===== config.mk =====
export PLATFORM = sky130hd
export DESIGN_NAME = dcm_clock_dist
export DESIGN_NICKNAME = d
export VERILOG_FILES = /design/src/dcm_pkg.sv /design/src/dcm_clock_dist.sv
export SDC_FILE = /design/constraint.sdc
export NUM_CORES = 1
export LEC_CHECK = 0
export BUFFER_PORTS_ARGS = -buffer_cell sky130_fd_sc_hd__buf_2
export CORE_MARGIN = 8
export CORE_UTILIZATION = 49
export CTS_CLUSTER_SIZE = 25
export DETAILED_ROUTE_END_ITERATION = 7
export MAX_ROUTING_LAYER = met4
export PLACE_DENSITY = 0.75
export SETUP_SLACK_MARGIN = 0.4
export SKIP_CTS_REPAIR_TIMING = 1
export SLEW_MARGIN = 20
export SYNTH_ARGS = -nofsm -noshare
export SYNTH_HDL_FRONTEND = slang
export SYNTH_SLANG_ARGS = --single-unit

===== constraint.sdc =====
create_clock -name clk -period 2.5 [get_ports clk]
set_clock_uncertainty 0.15 [all_clocks]
set_input_delay 0.75 -clock clk [delete_from_list [all_inputs] [get_ports clk]]
set_output_delay 0.75 -clock clk [all_outputs]
set_load 0.02 [all_outputs]

===== src/dcm_pkg.sv =====
/*
 * Shared constants and types for the DAC clock multiplier and distribution block.
 * Assumes one system clock and that every user of these names writes dcm_pkg::name.
 */
package dcm_pkg;

	localparam int          DATA_W          = 14;        // DAC sample width
	localparam logic [13:0] MIDSCALE        = 14'h2000;  // Inserted sample in zero-stuff mode
	localparam logic [3:0]  TICKS_BASEBAND  = 4'h2;      // DAC ticks per reference, no stuffing
	localparam logic [3:0]  TICKS_ZERO_STUF = 4'h4;      // DAC ticks per reference, stuffing
	localparam logic [3:0]  TICKS_MAX       = 4'hF;      // Saturation of the window counter
	localparam logic [2:0]  LOCK_WINDOWS    = 3'h4;      // Good windows needed to declare lock
	localparam logic [7:0]  LFSR_SEED       = 8'hA5;     // Unlock dither start value
	localparam logic [1:0]  PH_LAST_ZS      = 2'h3;      // Last 4x phase in a data period
	localparam logic [1:0]  PH_LAST_BB      = 2'h1;      // Last 2x phase in a data period
	localparam logic [2:0]  DIV_RESET       = 3'h0;      // Prescaler count after reset
	localparam logic [1:0]  PH_RESET        = 2'h0;      // Phase count after reset

	// Pins that arrive from outside the clock domain
	typedef struct packed {
		logic       zero_stuff;  // Zero-stuffing select
		logic       highpass;    // Filter high-pass select
		logic [1:0] prescale;    // {prescale_sel_hi, prescale_sel_lo}
		logic       mult_en;     // Multiplier enabled
		logic       ref_lvl;     // Reference clock level
		logic       align;       // Divider alignment reset
	} dcm_pins_t;

	// Rate enables, one-cycle pulses
	typedef struct packed {
		logic en1x;
		logic en2x;
		logic en4x;
	} dcm_clk_en_t;

	// Whole state of the block
	typedef struct packed {
		dcm_pins_t   s1;           // Synchroniser stage 1
		dcm_pins_t   s2;           // Synchroniser stage 2
		dcm_pins_t   s3;           // Synchroniser stage 3
		dcm_pins_t   pins;         // Filtered pin levels
		logic        ref_prev;     // Reference level one cycle ago
		logic        align_prev;   // Align level one cycle ago
		logic [2:0]  div_cnt;      // Prescaler count
		logic [1:0]  ph;           // Phase within one data period
		logic [3:0]  win_ticks;    // Ticks seen in current reference window
		logic [2:0]  good;         // Consecutive good windows
		logic        locked;       // Loop lock state
		logic [7:0]  lfsr;         // Dither source while unlocked
		dcm_clk_en_t clk_en;       // Rate enables
		logic        clk1x_lvl;    // 1x clock level
		logic        lock_out;     // Lock indication or 1x clock pin
		logic [13:0] latched_data; // Captured input word
		logic        latch_strobe; // Capture pulse
		logic [13:0] dac_code;     // Code to the converter
		logic        dac_update;   // Converter update pulse
		logic        highpass_out; // Filter response select
	} dcm_state_t;

endpackage


===== src/dcm_clock_dist.sv =====
/*
 * Clock multiplier and distribution for an interpolating DAC: prescaler, lock
 * detection, 1x/2x/4x rate enables, input latch and zero-stuff multiplexer.
 * Assumes clk stands for the oscillator rate; pins come from another domain.
 */
`timescale 1ns/1ps

module dcm_clock_dist (
	input  wire logic         clk,                    // Oscillator-rate clock
	input  wire logic         rst_n,                  // Asynchronous reset, active low
	input  wire logic         multiplier_enable,      // Loop enabled
	input  wire logic         ref_clk_in,             // Reference clock pin
	input  wire logic         align_reset,            // Divider alignment pin
	input  wire logic         zero_stuff_select,      // Zero-stuffing mode
	input  wire logic         filter_highpass_select, // Filter response select
	input  wire logic         prescale_sel_hi,        // Prescaler code, upper bit
	input  wire logic         prescale_sel_lo,        // Prescaler code, lower bit
	input  wire logic [13:0]  data_in,                // Word from the data source
	input  wire logic [13:0]  interp_data,            // Word from the interpolator
	output logic              lock_or_clk1x_out,      // Lock level or 1x clock
	output logic              locked,                 // Loop lock state
	output logic              en1x,                   // 1x rate pulse
	output logic              en2x,                   // 2x rate pulse
	output logic              en4x,                   // 4x rate pulse
	output logic [13:0]       latched_data,           // Captured input word
	output logic              latch_strobe,           // Capture pulse
	output logic [13:0]       dac_code,               // Converter code
	output logic              dac_update,             // Converter update pulse
	output logic              highpass_out            // Filter response to interpolator
);

	dcm_pkg::dcm_state_t s;         // Registered state
	dcm_pkg::dcm_state_t next_s;    // Next state
	dcm_pkg::dcm_pins_t  pins_raw;  // Pins gathered
	dcm_pkg::dcm_pins_t  agree;     // Stages two and three equal
	logic                ref_rise;  // Reference rising edge
	logic                align_rise;// Align rising edge
	logic                pll_tick;  // Prescaler output pulse
	logic                tick;      // DAC update rate pulse
	logic [3:0]          ratio;     // Divide ratio
	logic [2:0]          div_last;  // Last prescaler count
	logic [1:0]          ph_last;   // Last phase of a data period
	logic [3:0]          expected;  // Ticks expected per reference window
	logic                wrap;      // Data period ends on this tick

	assign pins_raw = '{zero_stuff: zero_stuff_select, highpass: filter_highpass_select,
		prescale: {prescale_sel_hi, prescale_sel_lo}, mult_en: multiplier_enable,
		ref_lvl: ref_clk_in, align: align_reset};

	// Next-state logic for the whole block
	always_comb begin
		next_s = s;
		// Synchroniser chain; stage one feeds only stage two
		next_s.s1 = pins_raw;
		next_s.s2 = s.s1;
		next_s.s3 = s.s2;
		// A level counts only once stages two and three agree
		agree = ~(s.s2 ^ s.s3);
		next_s.pins = (s.pins & ~agree) | (s.s3 & agree);
		next_s.ref_prev = s.pins.ref_lvl;
		next_s.align_prev = s.pins.align;
		ref_rise = s.pins.ref_lvl & ~s.ref_prev;
		align_rise = s.pins.align & ~s.align_prev;

		// Prescaler after the oscillator
		ratio = 4'h1 << s.pins.prescale;
		div_last = 3'(ratio - 4'h1);
		pll_tick = (s.div_cnt >= div_last);
		next_s.div_cnt = pll_tick ? dcm_pkg::DIV_RESET : 3'(s.div_cnt + 3'h1);

		// Disabled loop takes the DAC rate straight from the reference
		tick = s.pins.mult_en ? pll_tick : ref_rise;
		ph_last = s.pins.zero_stuff ? dcm_pkg::PH_LAST_ZS : dcm_pkg::PH_LAST_BB;
		wrap = (s.ph == ph_last);

		// Rate enables and phase; 4x only runs while stuffing
		next_s.clk_en = '0;
		next_s.latch_strobe = 1'b0;
		next_s.dac_update = 1'b0;
		if (tick) begin
			next_s.clk_en.en4x = s.pins.zero_stuff;
			// 2x pulses fall on odd phases when stuffing and on every tick otherwise, so the 1x pulse on the last phase nests in one
			next_s.clk_en.en2x = s.pins.zero_stuff ? s.ph[0] : 1'b1;
			next_s.clk_en.en1x = wrap;
			next_s.ph = wrap ? dcm_pkg::PH_RESET : 2'(s.ph + 2'h1);
			// 1x clock is high in the first half of the data period
			next_s.clk1x_lvl = s.pins.zero_stuff ? ~next_s.ph[1] : ~next_s.ph[0];
			// Capture coincides with the rising 1x edge
			if (wrap) begin
				next_s.latched_data = data_in;
				next_s.latch_strobe = 1'b1;
			end
			// Sample on even phases, midscale on odd ones when stuffing
			if (s.pins.zero_stuff && s.ph[0]) begin
				next_s.dac_code = dcm_pkg::MIDSCALE;
			end else begin
				next_s.dac_code = interp_data;
			end
			next_s.dac_update = 1'b1;
		end

		// Alignment: force the next tick to open a new data period
		if (!s.pins.mult_en && align_rise) begin
			next_s.ph = ph_last;
		end else if (s.pins.mult_en && ref_rise) begin
			next_s.ph = ph_last;
			next_s.div_cnt = div_last;
		end

		// Lock detection: count ticks per reference window
		expected = s.pins.zero_stuff ? dcm_pkg::TICKS_ZERO_STUF : dcm_pkg::TICKS_BASEBAND;
		if (!s.pins.mult_en) begin
			next_s.good = '0;
			next_s.locked = 1'b0;
			next_s.win_ticks = '0;
		end else if (ref_rise) begin
			if (s.win_ticks == expected) begin
				if (s.good != dcm_pkg::LOCK_WINDOWS) begin
					next_s.good = 3'(s.good + 3'h1);
				end
				next_s.locked = (s.good >= 3'(dcm_pkg::LOCK_WINDOWS - 3'h1));
			end else begin
				// One bad window drops lock at once
				next_s.good = '0;
				next_s.locked = 1'b0;
			end
			next_s.win_ticks = {3'h0, pll_tick};
		end else if (pll_tick && s.win_ticks != dcm_pkg::TICKS_MAX) begin
			next_s.win_ticks = 4'(s.win_ticks + 4'h1);
		end

		// Dither source; the pin looks random until lock
		next_s.lfsr = {s.lfsr[6:0], s.lfsr[7] ^ s.lfsr[5] ^ s.lfsr[4] ^ s.lfsr[3]};

		// Shared pin: lock level, dither, or 1x clock when disabled
		if (!s.pins.mult_en) begin
			next_s.lock_out = s.clk1x_lvl;
		end else if (s.locked) begin
			next_s.lock_out = 1'b1;
		end else begin
			next_s.lock_out = s.lfsr[0];
		end
		next_s.highpass_out = s.pins.highpass;
	end

	// State register; reset values are constants only
	always_ff @(posedge clk or negedge rst_n) begin
		if (!rst_n) begin
			s <= '0;
			s.lfsr <= dcm_pkg::LFSR_SEED;
			s.div_cnt <= dcm_pkg::DIV_RESET;
			s.ph <= dcm_pkg::PH_RESET;
		end else begin
			s <= next_s;
		end
	end

	// Outputs come straight from state flip-flops
	assign lock_or_clk1x_out = s.lock_out;
	assign locked = s.locked;
	assign en1x = s.clk_en.en1x;
	assign en2x = s.clk_en.en2x;
	assign en4x = s.clk_en.en4x;
	assign latched_data = s.latched_data;
	assign latch_strobe = s.latch_strobe;
	assign dac_code = s.dac_code;
	assign dac_update = s.dac_update;
	assign highpass_out = s.highpass_out;
endmodule // dcm_clock_dist


## Word-level counts from Yosys, hierarchy flattened

Index checks and enable logic that the tools add are counted.

| word-level totals | value |
|---|---|
| bits of input ports | 37 |
| register bits after elaboration | 87 |
| word-level logic and storage cells | 103 |

| operators by class | value |
|---|---|
| bitwise gates (word level) | 15 |
| shift-type cells | 1 |
| order comparisons | 2 |
| add/subtract/negate cells | 5 |
| equal/unequal tests | 7 |
| reduce and logical (&&, ||, !) cells | 8 |
| mux-type cells | 23 |

Operators by type and width:

| kind | number |
|---|---|
| $mux 4 | 5 |
| $mux 16 | 1 |
| $and 7x7->7 | 2 |
| $mux 14 | 1 |
| $not 7->7 | 2 |
| $mux 3 | 4 |
| $mux 2 | 4 |
| $mux 8 | 1 |
| $or 7x7->7 | 1 |
| $xor 7x7->7 | 1 |
| $add 3x1->3 const B | 2 |
| $mux 1 | 6 |
| $mux 5 | 1 |
| $add 4x1->4 const B | 1 |
| $eq 4x3->1 | 1 |
| $logic_and 1x1->1 | 4 |
| $ne 4x4->1 const B | 1 |
| $not 1->1 | 4 |
| $reduce_and 2->1 | 2 |
| $ge 3x2->1 const B | 1 |
| $ge 3x3->1 | 1 |
| $ne 3x1->1 const B | 1 |
| $ne 3x2->1 const B | 1 |
| $ne 3x3->1 const B | 1 |
| 9 further kinds | 12 |

## Longest topological paths before layout

| logic depth | value |
|---|---|
| depth after elaboration | 7 |
| depth in mapped cells | 8 |
| depth with buffers taken out | 7 |

## Worst setup path after synthesis

No wires, ideal clock.

| timing | value |
|---|---|
| path type | reg2reg |
| start | register (tool-made name) |
| end | register s (netlist bit latched_data[0]) |
| required time | 2.225 ns |
| path buffers | 2 |
| library setup time | 0.125 ns |
| clock period less this slack | 2.484 ns |
| cell stages (with the launch flop) | 9 |
| arrival time | 2.208 ns |
| path slack | 0.016 ns |
| cell sequence | dfrtp_1 > or2_2 > ha_1 > nand2b_1 > a2111oi_2 > buf_2 > nor4_4 > buf_8 > mux2_4 |

RTL lines:

| element | RTL line | text |
|---|---|---|
| to (signal assigned) | dcm_clock_dist.sv:154 | `s <= next_s;` |
| to (decl) | dcm_clock_dist.sv:32 | `dcm_pkg::dcm_state_t s;` |

==> flow_summary.ini <==
[status]
outcome = finished clean

[yosys]
synth_edf_count = 0
yosys-top-cells-count = dfrtp_1, o21ai_0, buf_4
netlist_instances = 284
synth_top_flop_cell = dfrtp_1
yosysSeqAreaShare = 0.610
ys_types = 39
yosys.area.top_type = dfrtp_1
postSynthAreaPerCell_um2 = 12.5
yosysMostFrequentCell = dfrtp_1
yosys_warnings = 0
synth_top_area_share = 0.580
syn-num-nets = 329
synthTopCellsByArea = dfrtp_1, buf_4, o21ai_0
synth_area_mm2 = 0.00354
async_flop_share = 1.00
synth_seq_cells = 86

[clock_network]
tritoncts = yes
clock_latency_ns = 0.35
clockBufferDepth = 2
cts_made_buffers = 9
path_clk_slew_ns = 0.09
ctsHtreeMaxLevel = 3
cts_sinks = 86
cts-root-buf = clkbuf_8

[worst_setup_path]
cp_cell_sequence = or2_4 > ha_4 > nand2b_4 > a2111oi_4 > buf_4 > nor4_4 > buf_12 > mux2_2
cp_max_fo = 15
slowest_stage = dfrtp_1
slowest_delay_ns = 0.41
critPathBufInv = 2
cp.arrival_ns = 2.48
cp_top_family = simple AND/OR/NAND/NOR gates
worstSetupStartpointType = flop
critPathKind = reg -> reg
cp.required_ns = 2.59
crit_path_end_kind = flop

[layout]
multi_input_area_mm2 = 0.00116
final_cells = 450
finish.utilization = 0.590
seqCellArea_mm2 = 0.00216
area_delta_synth_final_pct = 19.0
antenna-diode-count = 0
drive_above_1_share = 0.427
nFillCells = 605
nNetsFinal = 391

[sta]
rsz0062_at_grt = true
whs_ns = 0.204
fin_crit_sh = 0.958
relSlewSlack = 0.625
clock.fmax_ghz = 0.418
setup_viol = 0
hold_viol = 0
worstMarginPinSlew_ns = 0.563
period_needed_ns = 2.39
drv_slew = 0
tns_ns = 0

[routing]
vias_per_cell = 4.91
drt_iter0_markers = 90
wl_per_cell_um = 14.0
dr.pass1.iters = 4
final_antenna_net_count = 0
wirelength_um = 6290
dr_total_vias = 2211
route.detailed.drc = 0

[grt]
globalRouteOverflowTotal = 0
grt_pass1_vias = 2231
grt_use_total = 0.132
antenna_found_initial = 0
grt_pass1_wl_um = 10400
grt_max_degree = 45

[pwr]
powerDensity_mw_per_mm2 = 1100
irDropWorstVdd_v = 0.000612
p_leak_nw = 2.03

[placed_design]
dp_hpwl_um = 4240
gp_congestion = 0.754
portBuffers = 72
dp.cells = 422

[floorplanning]
dieArea_mm2 = 0.0102
io_pins = 73
initial_core_util = 0.496
rows = 31
core_area_mm2 = 0.00714
die_h_um = 101
die_w_um = 101

[flow_run]
drv_cap = 0

[hold_path]
hold_class = reg -> reg
-- stage by stage --
| step | power [mW] | worst slack (ns) | area, um2 |
|---|---|---|---|
| finish | 4.63 | 0.106 | 4210 |
| global route | 4.92 | 0.0230 | 4210 |
| CTS | 4.38 | 0.0542 | 4020 |
| detailed placement | 3.49 | 0.0811 | 3840 |
| global placement | 3.45 | 0.107 | 3840 |
| floorplan | 3.28 | 0.0938 | 3560 |
-- path summary, 6_finish.rpt --
check | startpoint | end | slack, ns | depth (start not counted)
hold reg to reg | next_s[75]$_DFF_PN0_ | next_s[68]$_DFF_PN0_ | 0.20 | 0
setup / recovery | flop | latched_data[6]$_DFFE_PN0P_ | 0.11 | 8
min in group asynchronous | rst_n | next_s[41]$_DFF_PN0_ | 0.23 | 1
setup reg to reg | flop | latched_data[6]$_DFFE_PN0P_ | 0.11 | 8
max in group asynchronous | rst_n | s[66]$_DFF_PN0_ | 1.36 | 2
hold / removal | next_s[75]$_DFF_PN0_ | next_s[68]$_DFF_PN0_ | 0.20 | 0
-- worst register-to-register path: stages (launching register included) --
cell and delay, ns:
dfrtp_1 0.41, or2_4 0.27, ha_4 0.27, nand2b_4 0.12, a2111oi_4 0.07, buf_4 0.15
nor4_4 0.30, buf_12 0.20, mux2_2 0.34
-- area by class of cell --
class	count	area share
clock buffers	9	0.0294
clock inverters	7	0.0128
inverters	9	0.00802
multi-input cells	150	0.276
flip-flops and latches	86	0.512
well taps	99	0.0294
repair buffers	90	0.132
-- logic make-up (layout without fill, tap and decap cells) --
group / Yosys count / in the layout / share of synthesized area
adders and majority gates: 15 / 15 / 0.0481
and+or+nand+nor: 54 / 54 / 0.0824
muxes: 15 / 15 / 0.0573
xor gates and xnor gates: 6 / 6 / 0.0149
DFF: 86 / 86 / 0.610
AOI/OAI and AO/OA: 60 / 60 / 0.0976
buffers and inverters: 48 / 115 / 0.0898
-- routing by layer --
metal  global-route usage  vias up  part of all wire
met5                    -        -                 0
met4               0.0378        0            0.0083
met3               0.0573        7             0.068
met2                0.188       65              0.46
met1                0.166     1071              0.47
li1                     -     1068                 -
-- cell usage in the layout (no fill, tap or decap), types with 2 or more instances in the layout --
cell type	count
dfrtp_1	82
buf_2	71
nand2_1	22
o21ai_2	14
o21ai_0	13
o21ai_1	11
a21oi_1	9
mux2_4	9
clkbuf_8	9
buf_6	9
inv_1	8
buf_4	8
maj3_1	7
ha_1	7
mux2_2	6
nand3_1	5
nor2_1	5
inv_6	5
nor3_1	4
dfstp_2	4
o31ai_1	3
xor2_1	3
xnor2_1	3
nor3b_1	3
nand2b_4	2
nor2b_1	2
o21a_1	2
or2_4	2
and2_1	2
and3b_1	2
clkinv_2	2
buf_12	2
-- sequential cells by signal (all words and copies together) (netlist names), named ones only --
signal / flops
dac_code: 14
dac_update: 1
en1x: 1
en2x: 1
en4x: 1
highpass_out: 1
latched_data: 14
lock_or_clk1x_out: 1
locked: 1
next_s: 21
s: 23
-- power breakdown --
part	internal, mW	leakage [nW]	switching, mW
clock	0.375	0.0952	0.505
combinational	0.830	0.879	0.993
sequential	1.72	1.05	0.203
(Power assumes the default switching activity.)
